File: src/design/ufc_regs.svh
`ifndef UFC_REGS_SVH
`define UFC_REGS_SVH

`define UFC_OFS_FLOW_MODE      8'h00
`define UFC_OFS_RESUME_FIRST   8'h04
`define UFC_OFS_RESUME_SECOND  8'h08
`define UFC_OFS_PAUSE_FIRST    8'h0C
`define UFC_OFS_PAUSE_SECOND   8'h10
`define UFC_OFS_TX_IRQ_THR     8'h14
`define UFC_OFS_RX_IRQ_THR     8'h18
`define UFC_OFS_FLOW_HIGH      8'h1C
`define UFC_OFS_FLOW_LOW       8'h20
`define UFC_OFS_PRESCALE       8'h24
`define UFC_OFS_TURNAROUND     8'h28
`define UFC_OFS_ADV_ONE        8'h2C
`define UFC_OFS_ADV_TWO        8'h30
`define UFC_OFS_STATUS         8'h34

`define UFC_REG_RESET          8'h00

`define UFC_FLOW_AUTO_CTS      7
`define UFC_FLOW_AUTO_RTS      6
`define UFC_ADV1_RX_SENSE      4
`define UFC_ADV1_REMAP         2
`define UFC_ADV1_SOFT_RESET_BIT        1
`define UFC_ADV1_TX_IRQ_MODE   0
`define UFC_ADV1_MASK          8'h17
`define UFC_ADV2_INVERT        5
`define UFC_ADV2_TX_CTRL       4
`define UFC_ADV2_DTR_SEL       3
`define UFC_ADV2_NINE_BIT      0
`define UFC_ADV2_MASK          8'h3F
`define UFC_PRESCALE_MASK      8'h0F

`define UFC_FIFO_DEPTH         8'h80
`define UFC_SRST_CLKS          3'h4

`endif

File: src/design/ufc_pkg.sv
package ufc_pkg;

    typedef struct packed {
        logic cyc;
        logic stb;
        logic we;
        logic [7:0] adr;
        logic [3:0] sel;
        logic [31:0] dat;
    } ufc_wb_req_s;

    typedef struct packed {
        logic ack;
        logic [31:0] dat;
    } ufc_wb_rsp_s;

    typedef enum logic [1:0] {
        DIR_RX = 2'b00,
        DIR_TX = 2'b01,
        DIR_WAIT = 2'b10
    } ufc_dir_e;

    typedef enum logic [1:0] {
        FS_IDLE = 2'b00,
        FS_FIRST = 2'b01,
        FS_SECOND = 2'b10
    } ufc_fsend_e;

endpackage

File: src/design/ufc_ctrl.sv
// Operation
// - upper flow bits pick transmitted character pairs
// - lower flow bits pick compared character pairs
// - rx 11, one tx bit: either character matches
// - all four set: send both, need both
// - tx threshold 0 and 1 mean 1
// - rx threshold 0 and 1 mean 1
// - high threshold halts remote, zero is one
// - low threshold resumes remote, zero is one
// - prescaler low nibble, upper nibble reserved
// - after last bit count down, then receive
// - each delay unit lasts one bit time
// - level sensing: no sleep while rx low
// - edge sensing: sleep anyway, wake on toggle
// - remap moves hardware flow to DTR/DSR
// - soft reset bit clears itself when done
// - soft reset lasts four clocks
// - mode 0: below level or empty
// - mode 1: empty needs stop bit gone
// - hard and soft reset clear all registers
// - select bit chooses RTS or DTR direction
//
// Implementation choices: the register offsets and register access over Wishbone.
`timescale 1ns/10ps
`include "ufc_regs.svh"

module ufc_ctrl #(
    parameter int FIFO_DEPTH = 128
) (
    input wire logic clk_i,
    input wire logic rst_i,
    input wire ufc_pkg::ufc_wb_req_s wb_req_i,
    output ufc_pkg::ufc_wb_rsp_s wb_rsp_o,
    input wire logic [7:0] rx_fill_i,
    input wire logic [7:0] tx_fill_i,
    input wire logic tx_busy_i,
    input wire logic tx_shift_empty_i,
    input wire logic bit_tick_i,
    input wire logic rx_byte_valid_i,
    input wire logic [7:0] rx_byte_i,
    output logic [7:0] flow_char_o,
    output logic flow_char_valid_o,
    input wire logic flow_char_ready_i,
    output logic remote_pause_o,
    input wire logic rx_pin_i,
    input wire logic sleep_req_i,
    output logic asleep_o,
    input wire logic cts_n_i,
    input wire logic dsr_n_i,
    input wire logic modem_rts_n_i,
    input wire logic modem_dtr_n_i,
    output logic rts_n_o,
    output logic dtr_n_o,
    output logic tx_halt_o,
    output logic tx_irq_o,
    output logic rx_irq_o,
    output logic [3:0] prescale_o,
    output logic uart_reset_o
);

    logic [7:0] flow_mode;
    logic [7:0] resume_char_first;
    logic [7:0] resume_char_second;
    logic [7:0] pause_char_first;
    logic [7:0] pause_char_second;
    logic [7:0] tx_irq_threshold;
    logic [7:0] rx_irq_threshold;
    logic [7:0] flow_high_threshold;
    logic [7:0] flow_low_threshold;
    logic [7:0] clock_prescale_value;
    logic [7:0] driver_turnaround_delay;
    logic [7:0] advanced_control_one;
    logic [7:0] advanced_control_two;
    logic [2:0] srst_cnt;
    logic srst_busy;
    logic clear_regs;
    logic ack;
    logic [31:0] rdata;
    logic req_take;
    logic wr;
    logic [7:0] wdat;
    logic [7:0] tx_lvl;
    logic [7:0] rx_lvl;
    logic [7:0] high_lvl;
    logic [7:0] low_lvl;
    logic rx_paused;
    logic sent_paused;
    logic sending_pause;
    ufc_pkg::ufc_fsend_e fsend;
    logic [1:0] tx_mode;
    logic [1:0] rx_mode;
    logic rx_either;
    logic rx_both;
    logic half_resume;
    logic half_pause;
    logic is_resume;
    logic is_pause;
    logic remote_halt;
    ufc_pkg::ufc_dir_e dir_state;
    logic [7:0] dir_cnt;
    logic dir_ctrl;
    logic dir_level;
    logic flow_pin_n;
    logic flow_in_n;
    logic rx_prev;
    logic [7:0] status;

    // zero and one both mean one; values past the fifo depth clamp to it
    function automatic logic [7:0] eff_level(input logic [7:0] v);
        logic [7:0] depth;
        depth = 8'(FIFO_DEPTH);
        if (v == 8'h00) begin
            return 8'h01;
        end
        if (v > depth) begin
            return depth;
        end
        return v;
    endfunction

    assign tx_lvl = eff_level(tx_irq_threshold);
    assign rx_lvl = eff_level(rx_irq_threshold);
    assign high_lvl = eff_level(flow_high_threshold);
    assign low_lvl = eff_level(flow_low_threshold);

    // bus slave: one wait state, ack drops the cycle after it is given
    assign req_take = wb_req_i.cyc && wb_req_i.stb && !ack;
    assign wr = req_take && wb_req_i.we && wb_req_i.sel[0] && !srst_busy;
    assign wdat = wb_req_i.dat[7:0];
    assign wb_rsp_o.ack = ack;
    assign wb_rsp_o.dat = rdata;

    always_ff @(posedge clk_i) begin
        if (rst_i) begin
            ack <= 1'b0;
        end else begin
            ack <= req_take;
        end
    end

    // soft reset: bit reads one while the counter runs
    always_ff @(posedge clk_i) begin
        if (rst_i) begin
            srst_cnt <= 3'h0;
        end else if (srst_cnt != 3'h0) begin
            srst_cnt <= srst_cnt - 3'h1;
        end else if (wr && wb_req_i.adr == `UFC_OFS_ADV_ONE && wdat[`UFC_ADV1_SOFT_RESET_BIT]) begin
            srst_cnt <= `UFC_SRST_CLKS;
        end
    end

    assign srst_busy = (srst_cnt != 3'h0);
    assign clear_regs = rst_i || srst_busy;
    assign uart_reset_o = srst_busy;

    always_ff @(posedge clk_i) begin
        if (clear_regs) begin
            flow_mode <= `UFC_REG_RESET;
            resume_char_first <= `UFC_REG_RESET;
            resume_char_second <= `UFC_REG_RESET;
            pause_char_first <= `UFC_REG_RESET;
            pause_char_second <= `UFC_REG_RESET;
            tx_irq_threshold <= `UFC_REG_RESET;
            rx_irq_threshold <= `UFC_REG_RESET;
            flow_high_threshold <= `UFC_REG_RESET;
            flow_low_threshold <= `UFC_REG_RESET;
            clock_prescale_value <= `UFC_REG_RESET;
            driver_turnaround_delay <= `UFC_REG_RESET;
            advanced_control_one <= `UFC_REG_RESET;
            advanced_control_two <= `UFC_REG_RESET;
        end else if (wr) begin
            case (wb_req_i.adr)
                `UFC_OFS_FLOW_MODE: begin
                    flow_mode <= wdat;
                end
                `UFC_OFS_RESUME_FIRST: begin
                    resume_char_first <= wdat;
                end
                `UFC_OFS_RESUME_SECOND: begin
                    resume_char_second <= wdat;
                end
                `UFC_OFS_PAUSE_FIRST: begin
                    pause_char_first <= wdat;
                end
                `UFC_OFS_PAUSE_SECOND: begin
                    pause_char_second <= wdat;
                end
                `UFC_OFS_TX_IRQ_THR: begin
                    tx_irq_threshold <= wdat;
                end
                `UFC_OFS_RX_IRQ_THR: begin
                    rx_irq_threshold <= wdat;
                end
                `UFC_OFS_FLOW_HIGH: begin
                    flow_high_threshold <= wdat;
                end
                `UFC_OFS_FLOW_LOW: begin
                    flow_low_threshold <= wdat;
                end
                `UFC_OFS_PRESCALE: begin
                    clock_prescale_value <= wdat & `UFC_PRESCALE_MASK;
                end
                `UFC_OFS_TURNAROUND: begin
                    driver_turnaround_delay <= wdat;
                end
                `UFC_OFS_ADV_ONE: begin
                    // reset bit is never stored; the counter stands for it
                    advanced_control_one <= wdat & `UFC_ADV1_MASK & 8'hFD;
                end
                `UFC_OFS_ADV_TWO: begin
                    advanced_control_two <= wdat & `UFC_ADV2_MASK;
                end
                default: begin
                end
            endcase
        end
    end

    assign status = {2'h0, srst_busy, asleep_o, remote_halt, rx_paused, rx_irq_o, tx_irq_o};

    always_ff @(posedge clk_i) begin
        if (rst_i) begin
            rdata <= 32'h00000000;
        end else if (req_take) begin
            case (wb_req_i.adr)
                `UFC_OFS_FLOW_MODE: rdata <= {24'h000000, flow_mode};
                `UFC_OFS_RESUME_FIRST: rdata <= {24'h000000, resume_char_first};
                `UFC_OFS_RESUME_SECOND: rdata <= {24'h000000, resume_char_second};
                `UFC_OFS_PAUSE_FIRST: rdata <= {24'h000000, pause_char_first};
                `UFC_OFS_PAUSE_SECOND: rdata <= {24'h000000, pause_char_second};
                `UFC_OFS_TX_IRQ_THR: rdata <= {24'h000000, tx_irq_threshold};
                `UFC_OFS_RX_IRQ_THR: rdata <= {24'h000000, rx_irq_threshold};
                `UFC_OFS_FLOW_HIGH: rdata <= {24'h000000, flow_high_threshold};
                `UFC_OFS_FLOW_LOW: rdata <= {24'h000000, flow_low_threshold};
                `UFC_OFS_PRESCALE: rdata <= {24'h000000, clock_prescale_value};
                `UFC_OFS_TURNAROUND: rdata <= {24'h000000, driver_turnaround_delay};
                `UFC_OFS_ADV_ONE: rdata <= {24'h000000, advanced_control_one[7:2],
                                            srst_busy, advanced_control_one[0]};
                `UFC_OFS_ADV_TWO: rdata <= {24'h000000, advanced_control_two};
                `UFC_OFS_STATUS: rdata <= {24'h000000, status};
                default: rdata <= 32'h00000000;
            endcase
        end
    end

    assign prescale_o = clock_prescale_value[3:0];

    // receive fill hysteresis
    always_ff @(posedge clk_i) begin
        if (clear_regs) begin
            rx_paused <= 1'b0;
        end else if (rx_fill_i >= high_lvl) begin
            rx_paused <= 1'b1;
        end else if (rx_fill_i <= low_lvl) begin
            rx_paused <= 1'b0;
        end
    end

    assign tx_mode = flow_mode[3:2];
    assign rx_mode = flow_mode[1:0];

    // outgoing pause/resume characters
    always_ff @(posedge clk_i) begin
        if (clear_regs) begin
            fsend <= ufc_pkg::FS_IDLE;
            sent_paused <= 1'b0;
            sending_pause <= 1'b0;
        end else begin
            case (fsend)
                ufc_pkg::FS_IDLE: begin
                    if (tx_mode == 2'b00) begin
                        sent_paused <= rx_paused;
                    end else if (sent_paused != rx_paused) begin
                        sending_pause <= rx_paused;
                        fsend <= ufc_pkg::FS_FIRST;
                    end
                end
                ufc_pkg::FS_FIRST: begin
                    if (flow_char_ready_i) begin
                        if (tx_mode == 2'b11) begin
                            fsend <= ufc_pkg::FS_SECOND;
                        end else begin
                            sent_paused <= sending_pause;
                            fsend <= ufc_pkg::FS_IDLE;
                        end
                    end
                end
                ufc_pkg::FS_SECOND: begin
                    if (flow_char_ready_i) begin
                        sent_paused <= sending_pause;
                        fsend <= ufc_pkg::FS_IDLE;
                    end
                end
                default: begin
                    fsend <= ufc_pkg::FS_IDLE;
                end
            endcase
        end
    end

    assign flow_char_valid_o = (fsend != ufc_pkg::FS_IDLE);
    always_comb begin
        // first slot sends the first pair unless only the second is chosen
        if (fsend == ufc_pkg::FS_FIRST && tx_mode[1]) begin
            flow_char_o = sending_pause ? pause_char_first : resume_char_first;
        end else if (fsend == ufc_pkg::FS_IDLE) begin
            flow_char_o = 8'h00;
        end else begin
            flow_char_o = sending_pause ? pause_char_second : resume_char_second;
        end
    end

    // incoming character compare
    assign rx_either = (rx_mode == 2'b11) && (tx_mode != 2'b11);
    assign rx_both = (rx_mode == 2'b11) && (tx_mode == 2'b11);

    always_comb begin
        is_resume = 1'b0;
        is_pause = 1'b0;
        if (rx_mode == 2'b10) begin
            is_resume = (rx_byte_i == resume_char_first);
            is_pause = (rx_byte_i == pause_char_first);
        end else if (rx_mode == 2'b01) begin
            is_resume = (rx_byte_i == resume_char_second);
            is_pause = (rx_byte_i == pause_char_second);
        end else if (rx_either) begin
            is_resume = (rx_byte_i == resume_char_first) || (rx_byte_i == resume_char_second);
            is_pause = (rx_byte_i == pause_char_first) || (rx_byte_i == pause_char_second);
        end else if (rx_both) begin
            is_resume = half_resume && (rx_byte_i == resume_char_second);
            is_pause = half_pause && (rx_byte_i == pause_char_second);
        end
    end

    always_ff @(posedge clk_i) begin
        if (clear_regs || rx_mode == 2'b00) begin
            remote_halt <= 1'b0;
            half_resume <= 1'b0;
            half_pause <= 1'b0;
        end else if (rx_byte_valid_i) begin
            half_resume <= rx_both && (rx_byte_i == resume_char_first);
            half_pause <= rx_both && (rx_byte_i == pause_char_first);
            if (is_pause) begin
                remote_halt <= 1'b1;
            end else if (is_resume) begin
                remote_halt <= 1'b0;
            end
        end
    end

    assign remote_pause_o = remote_halt;

    // hardware flow pin choice
    assign flow_pin_n = flow_mode[`UFC_FLOW_AUTO_RTS] && rx_paused;
    assign flow_in_n = advanced_control_one[`UFC_ADV1_REMAP] ? dsr_n_i : cts_n_i;
    assign tx_halt_o = remote_halt || (flow_mode[`UFC_FLOW_AUTO_CTS] && flow_in_n);

    // driver turn-around, counted in bit ticks
    always_ff @(posedge clk_i) begin
        if (clear_regs) begin
            dir_state <= ufc_pkg::DIR_RX;
            dir_cnt <= 8'h00;
        end else begin
            case (dir_state)
                ufc_pkg::DIR_RX: begin
                    if (tx_busy_i) begin
                        dir_state <= ufc_pkg::DIR_TX;
                    end
                end
                ufc_pkg::DIR_TX: begin
                    if (tx_shift_empty_i && !tx_busy_i) begin
                        dir_cnt <= driver_turnaround_delay;
                        if (driver_turnaround_delay == 8'h00) begin
                            dir_state <= ufc_pkg::DIR_RX;
                        end else begin
                            dir_state <= ufc_pkg::DIR_WAIT;
                        end
                    end
                end
                ufc_pkg::DIR_WAIT: begin
                    if (tx_busy_i) begin
                        dir_state <= ufc_pkg::DIR_TX;
                    end else if (bit_tick_i) begin
                        dir_cnt <= dir_cnt - 8'h01;
                        if (dir_cnt == 8'h01) begin
                            dir_state <= ufc_pkg::DIR_RX;
                        end
                    end
                end
                default: begin
                    dir_state <= ufc_pkg::DIR_RX;
                end
            endcase
        end
    end

    assign dir_ctrl = advanced_control_two[`UFC_ADV2_NINE_BIT] &&
                      advanced_control_two[`UFC_ADV2_TX_CTRL];
    // receive is low unless inverted
    assign dir_level = (dir_state != ufc_pkg::DIR_RX) ^ advanced_control_two[`UFC_ADV2_INVERT];

    always_ff @(posedge clk_i) begin
        if (clear_regs) begin
            rts_n_o <= 1'b1;
            dtr_n_o <= 1'b1;
        end else if (dir_ctrl && !advanced_control_two[`UFC_ADV2_DTR_SEL]) begin
            rts_n_o <= dir_level;
            dtr_n_o <= advanced_control_one[`UFC_ADV1_REMAP] ? flow_pin_n : modem_dtr_n_i;
        end else if (dir_ctrl) begin
            rts_n_o <= advanced_control_one[`UFC_ADV1_REMAP] ? modem_rts_n_i : flow_pin_n;
            dtr_n_o <= dir_level;
        end else if (advanced_control_one[`UFC_ADV1_REMAP]) begin
            rts_n_o <= modem_rts_n_i;
            dtr_n_o <= flow_pin_n;
        end else begin
            rts_n_o <= flow_pin_n || modem_rts_n_i;
            dtr_n_o <= modem_dtr_n_i;
        end
    end

    // sleep entry and wake
    always_ff @(posedge clk_i) begin
        if (clear_regs) begin
            asleep_o <= 1'b0;
            rx_prev <= 1'b1;
        end else begin
            rx_prev <= rx_pin_i;
            if (!sleep_req_i) begin
                asleep_o <= 1'b0;
            end else if (!asleep_o) begin
                // with rx low, level sensing would wake at once, so it refuses entry
                asleep_o <= advanced_control_one[`UFC_ADV1_RX_SENSE] || rx_pin_i;
            end else if (advanced_control_one[`UFC_ADV1_RX_SENSE]) begin
                asleep_o <= (rx_prev == rx_pin_i);
            end else begin
                asleep_o <= rx_pin_i;
            end
        end
    end

    // fifo level interrupts
    always_ff @(posedge clk_i) begin
        if (clear_regs) begin
            tx_irq_o <= 1'b0;
            rx_irq_o <= 1'b0;
        end else begin
            if (tx_fill_i == 8'h00) begin
                tx_irq_o <= !advanced_control_one[`UFC_ADV1_TX_IRQ_MODE] ||
                            tx_shift_empty_i;
            end else begin
                tx_irq_o <= (tx_fill_i < tx_lvl);
            end
            rx_irq_o <= (rx_fill_i >= rx_lvl);
        end
    end
endmodule

File: config.mk
export PLATFORM = sky130hd
export DESIGN_NAME = ufc_ctrl
export DESIGN_NICKNAME = d
export VERILOG_FILES = /design/src/design/ufc_pkg.sv /design/src/design/ufc_ctrl.sv
export VERILOG_INCLUDE_DIRS = /design/src /design/src/design
export SDC_FILE = /design/constraint.sdc
export NUM_CORES = 1
export LEC_CHECK = 0
export BUFFER_PORTS_ARGS = -buffer_cell sky130_fd_sc_hd__buf_2
export CAP_MARGIN = 20
export CORE_AREA = 4 4 125 127
export DETAILED_ROUTE_END_ITERATION = 10
export DIE_AREA = 0 0 129 131
export PLACE_DENSITY = 0.83
export SYNTH_ARGS = -nofsm -noshare
export SYNTH_HDL_FRONTEND = slang
export SYNTH_SLANG_ARGS = --single-unit
File: constraint.sdc
create_clock -name clk_i -period 4.6 [get_ports clk_i]
set_input_delay 0 -clock clk_i [delete_from_list [all_inputs] [get_ports clk_i]]
set_output_delay 0 -clock clk_i [all_outputs]
set_load 0.005 [all_outputs]
; ---- Yosys cells after proc, flatten, opt, wreduce, memory -nomap -nowiden
; Cells that the tools add are included.
[word_totals]
regBits = 153
latch_bits = 0
ramBits = 0
romBits = 0
in_bits = 84
wordCells = 236
n_memories = 0
[op_classes]
add_sub_neg = 2
multipliers = 0
n_div = 0
n_lt_le_gt_ge = 8
n_eq_ne = 41
shift = 0
n_mux = 80
bitwise = 3
n_reduce_logical = 71
[op_table]
columns = operator, n
row1 = $mux W8, 23
row2 = $pmux W8 S14, 1
row3 = $logic_not A8 Y1, 7
row4 = $eq A8 B6 Y1 const B, 6
row5 = $mux W1, 39
row6 = $eq A8 B5 Y1 const B, 4
row7 = $eq A8 B8 Y1, 4
row8 = $gt A8 B8 Y1 const B, 4
row9 = $reduce_and A2 Y1, 14
row10 = $mux W2, 11
row11 = $ne A2 B2 Y1 const B, 11
row12 = $logic_and A1 B1 Y1, 19
row13 = $eq A8 B4 Y1 const B, 2
row14 = $ge A8 B8 Y1, 2
row15 = $pmux W8 S2, 1
row16 = $pmux W2 S3, 2
row17 = $reduce_and A4 Y1, 3
row18 = $reduce_bool A2 Y1, 6
row19 = $eq A2 B2 Y1 const B, 5
row20 = $eq A8 B1 Y1 const B, 1
row21 = $eq A8 B3 Y1 const B, 1
row22 = $le A8 B8 Y1, 1
row23 = $logic_not A2 Y1, 4
row24 = $logic_or A1 B1 Y1, 8
row25 = 16 further kinds, 26

; ---- Depth between registers and ports, before layout
; Gate-level depths: netlist of run 1.
[depth]
depth_word = 9
ltp_mapped = 9
mapped_depth_nobuf = 9

; ---- Worst setup path before layout of run 1
; No wires, ideal clock.
[synth_timing]
kind = flip-flop to flip-flop
from = register srst_cnt[0]
to = register advanced_control_two[0]
arrival_time_ns = 1.710
slack_ns = 2.762
path_stages_with_launch = 8
n_path_buf = 1
period_less_slack_ns = 1.838
path_cell_list = dfxtp_1 > nor2_1 > ha_1 > nand3_1 > or4_1 > buf_2 > mux2i_1 > nor2_1
[synth_via]
elab_chain_cells = 4
elab_cells_between_ends = 5
[synth_rtl]
columns = element, line_no
row1 = start: declaration, ufc_ctrl.sv:74  ; logic [2:0] srst_cnt;
row2 = start signal: assignment, ufc_ctrl.sv:146  ; srst_cnt <= srst_cnt - 3'h1;
row3 = start signal: assignment, ufc_ctrl.sv:148  ; srst_cnt <= `UFC_SRST_CLKS;
row4 = $reduce_bool A3 Y1 (*), ufc_ctrl.sv:152  ; assign srst_busy = (srst_cnt != 3'h0);
row5 = $logic_not A1 Y1, ufc_ctrl.sv:128  ; assign wr = req_take && wb_req_i.we && wb_req_i.sel[0] && !srst_busy;
row6 = $logic_and A1 B1 Y1, ufc_ctrl.sv:128
row7 = $reduce_and A2 Y1 (no source line), n/a
row8 = end signal: assignment, ufc_ctrl.sv:170  ; advanced_control_two <= `UFC_REG_RESET;
row9 = end signal: assignment, ufc_ctrl.sv:211  ; advanced_control_two <= wdat & `UFC_ADV2_MASK;
row10 = end: declaration, ufc_ctrl.sv:73  ; logic [7:0] advanced_control_two;
; Mark *: on every way between the ends. The rest lies on a longest branch, timed or not.
; A chain may end at the register's enable or synchronous reset.

; ---- Worst setup path after layout of run 1
[layout_timing]
from = register srst_cnt[0]
to = register remote_halt, in the netlist remote_pause_o
[layout_via]
elab_chain_cells = 3
[layout_rtl]
columns = element, line_no
row1 = $reduce_bool A3 Y1, ufc_ctrl.sv:152
row2 = $logic_or A1 B1 Y1, ufc_ctrl.sv:153  ; assign clear_regs = rst_i || srst_busy;
row3 = $logic_or A1 B1 Y1, ufc_ctrl.sv:336  ; if (clear_regs || rx_mode == 2'b00) begin
row4 = end signal: assignment, ufc_ctrl.sv:337  ; remote_halt <= 1'b0;
row5 = end signal: assignment, ufc_ctrl.sv:344  ; remote_halt <= 1'b1;
row6 = end signal: assignment, ufc_ctrl.sv:346  ; remote_halt <= 1'b0;
row7 = end: declaration, ufc_ctrl.sv:98  ; logic remote_halt;
; No other way between the ends.

==> results of run 1 <==
-- power by group --
part	leakage (nW)	switching, mW	internal (mW)	total, mW
Sequential	1.04	0.0332	1.15	1.18
Clock	0.296	0.501	0.932	1.43
Combinational	1.87	0.323	0.144	0.467
-- layer usage --
layer	up-vias	part of all wire, %
li1	3353	-
met1	3414	43
met2	364	45
met3	68	8.4
met4	2	3.3
met5	-	0.034
-- sequential cells by signal, indices dropped and copies added (netlist names), 2 cells and up --
signal	flops
srst_cnt	3
clock_prescale_value	4
flow_mode	8
resume_char_first	8
rx_irq_threshold	8
flow_high_threshold	8
tx_irq_threshold	8
dir_state	2
flow_low_threshold	8
advanced_control_two	6
driver_turnaround_delay	8
rdata	8
fsend	2
pause_char_second	8
dir_cnt	8
pause_char_first	8
advanced_control_one	3
resume_char_second	8
-- kinds of logic (layout without fill, tap and decap cells) --
kind of cell             count (synthesis)  count (layout)  synth area share, %
AND/OR/NAND/NOR                        327             327                 21.1
AO/OA/AOI/OAI                          147             147                 12.2
multiplexers                           138             138                 18.4
flip-flops                             129             129                 32.6
buffers and inverters                   95             152                 5.88
adder cells (fa/ha/maj)                 38              38                 6.01
XOR/XNOR                                34              34                 3.76
other                                    1              25               0.0474
-- metrics by stage --
stage               util, %  cell area (sq um)
global placement       57.5               8290
finish                 62.8               9060
global route           62.8               9050
detailed placement     57.5               8290
floorplan                 -               8000
CTS                    62.8               9050
-- worst min-delay path, stage by stage --
cell and delay (ns):
buf_2 0.12, ha_1 0.15, nor2_1 0.04, a21oi_1 0.11
-- placed cells by master, fill, tap and decap left out, types with 6 or more instances in the layout --
cell type / n
nor2_1: 141
dfxtp_1: 129
mux2i_1: 128
buf_2: 86
nand2_1: 66
ha_1: 38
a21oi_1: 35
xnor2_1: 33
nand3_1: 24
conb_1: 24
o21ai_0: 23
o22ai_1: 18
inv_1: 17
clkbuf_16: 17
nor4_1: 14
dlygate4sd3_1: 14
a22oi_1: 10
nand4_1: 10
nor2_4: 9
a211oi_1: 9
nor3_1: 9
a21o_1: 8
nor2b_1: 8
a32o_1: 7
nand2b_1: 7
and3_1: 6
a31oi_1: 6
-- worst min path at each step --
stage,start,to,depth (start not counted)
floorplan,tx_busy_i,dir_state[1],1
CTS,rx_fill_i[6],rx_irq_o,4
global route,wb_req_i[3],rx_irq_threshold[3],3
global placement,tx_busy_i,dir_state[1],2
detailed placement,tx_busy_i,dir_state[1],2
finish,rx_fill_i[6],rx_irq_o,4
-- final cells by class --
class	instances	area [sq um]
well taps	184	230
repair buffers	103	593
multi-input cells	708	4960
clock buffers	22	464
inverters	17	63.8
diodes	1	2.50
flip-flops and latches	129	2580
fillers	1237	5370
clock inverters	10	158
-- repair_timing --
| action | in CTS | in global routing |
|---|---|---|
| endpoints found under the hold margin | 20 | 0 |
| setup endpoints to repair | 0 | 0 |
| hold buffers | 14 | 0 |
==> qor.csv, run 1 <==
stage;metric;value;unit
yosys;Post-synth top cells;nor2_1 (141), dfxtp_1 (129), mux2i_1 (128);
clocking;clk buf depth;2;
global_route;grt ovf;0;
global_route;met1 usage;36.5;%
setup_path;worst setup path category;reg2reg;
timing;# setup viols final;0;
timing;Slew HR;32.7;%
setup_path;CP peak stage delay;0.78;ns
global_route;met3 Use GR;6.46;%
clocking;CTS sink cnt;129;
setup_path;CP endpoint kind;flop;
global_route;GRT Util Overall;28.0;%
placed_design;dpl ws;2.17;ns
finish;share of cells above drive strength 1;15.2;%
routing;initial DRC count;715;
setup_path;FF-to-FF End;remote_pause_o;
routing;final wirelength;23700;um
timing;Max Freq;406;MHz
setup_path;Crit Path Max Fanout;9;
finish;fin cells;1174;
setup_path;CP endpoint;remote_pause_o;
outcome;status;finished clean;
clocking;Clock Latency Late Sink;0.43;ns
setup_path;r2r setup slk;2.14;ns
yosys;yosys warns;0;
timing;part of the cycle the worst path needs;53.5;%
setup_path;Buf+Inv Stages, Crit Path;1;
global_route;vias in the first global route;6848;
routing;routed len/inst;20.1;um
placed_design;cell total after placement;1127;
yosys;Synth Register Bits;129;
finish;Area Growth Syn to Fin;14.4;%
yosys;EDFF count, synth;0;
yosys;top cell type's share of synthesized area;32.6;%
floorplanning;initial core utilization;54.9;%
min_path;HP Class;in2reg;
yosys;register area share after synthesis;32.6;%
floorplanning;Top Ports;138;
timing;worst hold slack;0.0400;ns
routing;Via Count;7201;
placed_design;GPL Wtd Cong;1.00;
timing;Setup TNS;0;ns
global_route;initial antenna violation count;1;
floorplanning;Die X;129;um
timing;max-slew violation count;0;
routing;DR DRC count;0;
power_and_ir_drop;overall power;3.08;mW
yosys;asr flop ratio synth;0;%
setup_path;CP dominant cell by count;nor2_1;
yosys;dominant cell type by area after synthesis;dfxtp_1;
timing;RSZ-0062 raised after global routing;no;
yosys;ranking of synthesized cells by area;dfxtp_1 (33%), mux2i_1 (16%), nor2_1 (6.7%), ha_1 (6.0%), xnor2_1 (3.7%);
setup_path;CP top delay family;simple AND/OR/NAND/NOR gates;
power_and_ir_drop;Max IR drop VDD;0.000345;V
timing;Final WS setup;2.14;ns
placed_design;port bufs;86;
floorplanning;row cnt;44;
timing;min Tclk post-route;2.46;ns
setup_path;Slowest-stage cell, CP;nor2_1;
clocking;CTS root buf;clkbuf_16;
setup_path;Worst EP arrival;2.82;ns
finish;Final nets;1098;
setup_path;Worst Setup SP;srst_cnt[0];
yosys;most frequent cell after synthesis;nor2_1;
yosys;ys flop type;dfxtp_1;
power_and_ir_drop;pwr dens;340;nW/um^2
global_route;first-pass GRT wire length;36600;um
floorplanning;die area;16900;sq um
clocking;CTS tree;done;
timing;Tightest Pin Transition;1.01;ns
setup_path;startpoint types;flop;
yosys;syn_area_per_cell;8.71;sq um
timing;final hold violation count;0;
floorplanning;Die Ht;131;um
routing;post-DR vias/cell;6.13;
clocking;setup bufs post-CTS;0;
floorplanning;Core Area;14400;sq um
setup_path;critical path depth;7;
timing;clk_skew;0.0167;ns
yosys;Post-Syn Instances;909;
routing;Routed Antenna Nets;0;
clocking;total CTS buffers;17;
placed_design;Detail Placement HPWL;17000;um
setup_path;Critical Path RT;4.96;ns
yosys;Mapped Area;7920;sq um
job;Max Cap Viol;0;
global_route;Top Usage Layer GRT;met2;
clocking;clk slew on worst S/H paths;0.06;ns
power_and_ir_drop;P_leak;3.21;nW
clocking;Resize count post-CTS;0;
yosys;library cells used by synthesis;67;
routing;drt pass-1 iters;5;
clocking;H-tree depth;4;
setup_path;r2r worst-path depth;7;
global_route;met2 Track Usage GR;45.0;%
setup_path;RR Startpoint;srst_cnt[0];
global_route;pin count of the biggest net entering global routing;70;
setup_path;worst-path cell chain;nor2_1 -> ha_1 -> inv_1 -> nor2_1 -> o211ai_1 -> a41o_1 -> o22ai_1;
Note: power is estimated with default switching activity, not from simulation.
==> inputs of run 2 (changes only) <==
- clock period: 4.6 -> 2.45 ns (I/O delays scaled with it)
==> run 2 against run 1 <==
Effect of this change: final area rose by 0.95%; non-clock buffer count is 14 higher; clock skew is 0.0071 ns lower; worst hold slack worse by 0.013 ns; utilization is 0.60 points higher; combinational power increased by 100%; register-to-register slack worse by 2.0 ns; fmax rose by 6.1%; wire length rose by 2.3%; setup slack worse by 2.0 ns.
==> qor.csv, run 2 (same netlist as run 1, synthesis figures left out) <==
stage;metric;value;unit;change
routing;Routed Antenna Nets;0;;unchanged
clocking;H-tree depth;4;;unchanged
timing;min Tclk post-route;2.32;ns;was 2.46 ns
placed_design;port bufs;86;;unchanged
finish;Finished Cell Area;9140;sq um;was 9060 sq um
setup_path;FF-to-FF End;rdata[1];;was remote_pause_o
placed_design;dpl ws;0.381;ns;was 2.17 ns
min_path;Hold Path Origin;tx_shift_empty_i;;was rx_fill_i[6]
global_route;vias in the first global route;7071;;was 6,848
routing;initial DRC count;761;;was 715
floorplanning;die area;16900;sq um;unchanged
floorplanning;Die X;129;um;unchanged
finish;fillers;1248;;was 1,237
clocking;Clock Latency Late Sink;0.43;ns;about the same
clocking;Resize count post-CTS;0;;unchanged
floorplanning;Top Ports;138;;unchanged
setup_path;Worst EP arrival;2.59;ns;was 2.82 ns
routing;final wirelength;24200;um;was 23,700 um
routing;Via Count;7309;;was 7,201
min_path;WHS Path Cells;4;;unchanged
timing;max-slew violation count;0;;unchanged
global_route;GRT Util Overall;29.4;%;was 28.0%
timing;final hold violation count;0;;unchanged
routing;drt pass-1 iters;5;;unchanged
clocking;setup bufs post-CTS;0;;unchanged
global_route;grt ovf;0;;unchanged
outcome;status;finished clean;;unchanged
power_and_ir_drop;pwr dens;629;nW/um^2;was 340 nW/um^2
finish;total inserted antenna cells;0;;was 1
setup_path;startpoint types;flop;;unchanged
finish;commonest non-fill, non-tap cell in the layout;nor2_1;;unchanged
placed_design;GPL Wtd Cong;1.01;;was 1.00
setup_path;r2r setup slk;0.13;ns;was 2.14 ns
finish;share of cells above drive strength 1;16.5;%;was 15.2%
finish;commonest cells after routing, fill and taps aside;nor2_1 (141), dfxtp_1 (129), mux2i_1 (128);;unchanged
setup_path;r2r worst-path depth;8;;was 7
timing;Max Freq;431;MHz;was 406 MHz
global_route;first-pass GRT wire length;38300;um;was 36,600 um
placed_design;cell total after placement;1143;;was 1,127
timing;# setup viols final;0;;unchanged
timing;Slew HR;37.9;%;was 32.7%
timing;part of the cycle the worst path needs;94.7;%;was 53.5%
floorplanning;Core Area;14400;sq um;unchanged
timing;Setup TNS;0;ns;unchanged
power_and_ir_drop;Max IR drop VDD;0.000613;V;was 0.000345 V
timing;clk_skew;0.00962;ns;was 0.0167 ns
job;Max Cap Viol;0;;unchanged
setup_path;worst setup path category;reg2reg;;unchanged
min_path;hold path endpoint;dir_state[0];;was rx_irq_o
power_and_ir_drop;P_leak;3.29;nW;was 3.21 nW
floorplanning;Die Ht;131;um;unchanged
clocking;CTS sink cnt;129;;unchanged
clocking;clk buf depth;2;;unchanged
routing;DR DRC count;0;;unchanged
setup_path;CP endpoint kind;flop;;unchanged
finish;Area Growth Syn to Fin;15.5;%;was 14.4%
routing;post-DR vias/cell;6.17;;was 6.13
routing;routed len/inst;20.4;um;was 20.1 um
power_and_ir_drop;overall power;5.75;mW;was 3.08 mW
placed_design;Detail Placement HPWL;17600;um;was 17,000 um
global_route;initial antenna violation count;0;;was 1
power_and_ir_drop;Sw Share;27.6;%;was 27.8%
min_path;HP Class;in2reg;;unchanged
placed_design;Placed Area;8420;sq um;was 8290 sq um
clocking;CTS root buf;clkbuf_16;;unchanged
setup_path;Critical Path RT;2.72;ns;was 4.96 ns
power_and_ir_drop;Internal Power;4.16;mW;was 2.22 mW
power_and_ir_drop;Comb pwr share;16.6;%;was 15.1%
timing;Final WS setup;0.130;ns;was 2.14 ns
finish;fin cells;1184;;was 1,174
clocking;total CTS buffers;17;;unchanged
power_and_ir_drop;Flop pwr share;38.7;%;was 38.4%
timing;Tightest Pin Transition;0.907;ns;was 1.01 ns
power_and_ir_drop;Clock power frac;44.7;%;was 46.5%
floorplanning;initial core utilization;54.9;%;unchanged
timing;RSZ-0062 raised after global routing;no;;unchanged
setup_path;RR Startpoint;srst_cnt[0];;unchanged
floorplanning;row cnt;44;;unchanged
finish;Final nets;1112;;was 1,098
clocking;clk slew on worst S/H paths;0.06;ns;about the same
power_and_ir_drop;Psw;1.59;mW;was 0.857 mW
setup_path;Crit Path Max Fanout;4;;was 9
clocking;CTS tree;done;;unchanged
global_route;pin count of the biggest net entering global routing;47;;was 70
run 2: cell count changes in the layout (fill, tap and decap cells not counted), sizes merged:
cell	before	now
buf	89	105
clkbuf	22	25
bufinv	4	2
clkinv	3	1
clkinvlp	3	1
dlygate4sd3	14	12
diode	1	0
run 2: timing repair:
action                                  in CTS  in global routing
endpoints found under the setup margin       0                  0
hold buffers                                12                  0
hold endpoints to repair                    16                  0
run 2: worst max-delay path, stage by stage (launching register included):
cell       delay (ns)
dfxtp_1          0.34
nor2_1           0.16
ha_1             0.21
buf_4            0.16
inv_1            0.11
nand3_1          0.10
o31ai_1          0.06
a2111oi_0        0.83
o21ai_0          0.19
run 2: power groups by stage:
stage               Sequential [mW]  Combinational [mW]  Clock (mW)
detailed placement             2.27               0.924           0
CTS                            2.22               0.943        2.59
floorplan                      2.23               0.619           0
global route                   2.23                1.04        2.68
global placement               2.26               0.908           0
finish                         2.23               0.955        2.57
run 2: final cells by class:
class	count	area, sq um	share of cell area, %
Clock inverter	4	72.6	0.794
Inverter	17	63.8	0.698
Clock buffer	25	526	5.75
Sequential cell	129	2580	28.2
Timing Repair Buffer	117	706	7.72
Tap cell	184	230	2.52
Multi-Input combinational cell	708	4960	54.3
run 2: through the flow:
step	hold slack, ns	utilization, %
after floorplan	0.0793	-
after global placement	0.227	58.4
after detailed placement	0.231	58.4
after CTS	0.0189	63.4
after global routing	0.0396	63.4
final	0.0269	63.4
run 2: metal layers:
metal	GRT usage, %	share of wire [%]	up-vias
li1	-	-	3363
met1	38.4	41	3468
met2	47.3	46	410
met3	6.67	9.5	68
met4	11.6	3.3	0
met5	0	0	-
run 2: worst max-delay path by stage:
stage,startpoint,end,slack [ns]
after floorplan,srst_cnt[0],advanced_control_two[0],0.61
after global placement,flow_high_threshold[4],rx_paused,0.48
after detailed placement,srst_cnt[0],flow_low_threshold[3],0.38
after CTS,srst_cnt[0],rdata[1],0.30
after global routing,srst_cnt[0],rdata[1],0.15
final,srst_cnt[0],rdata[1],0.13
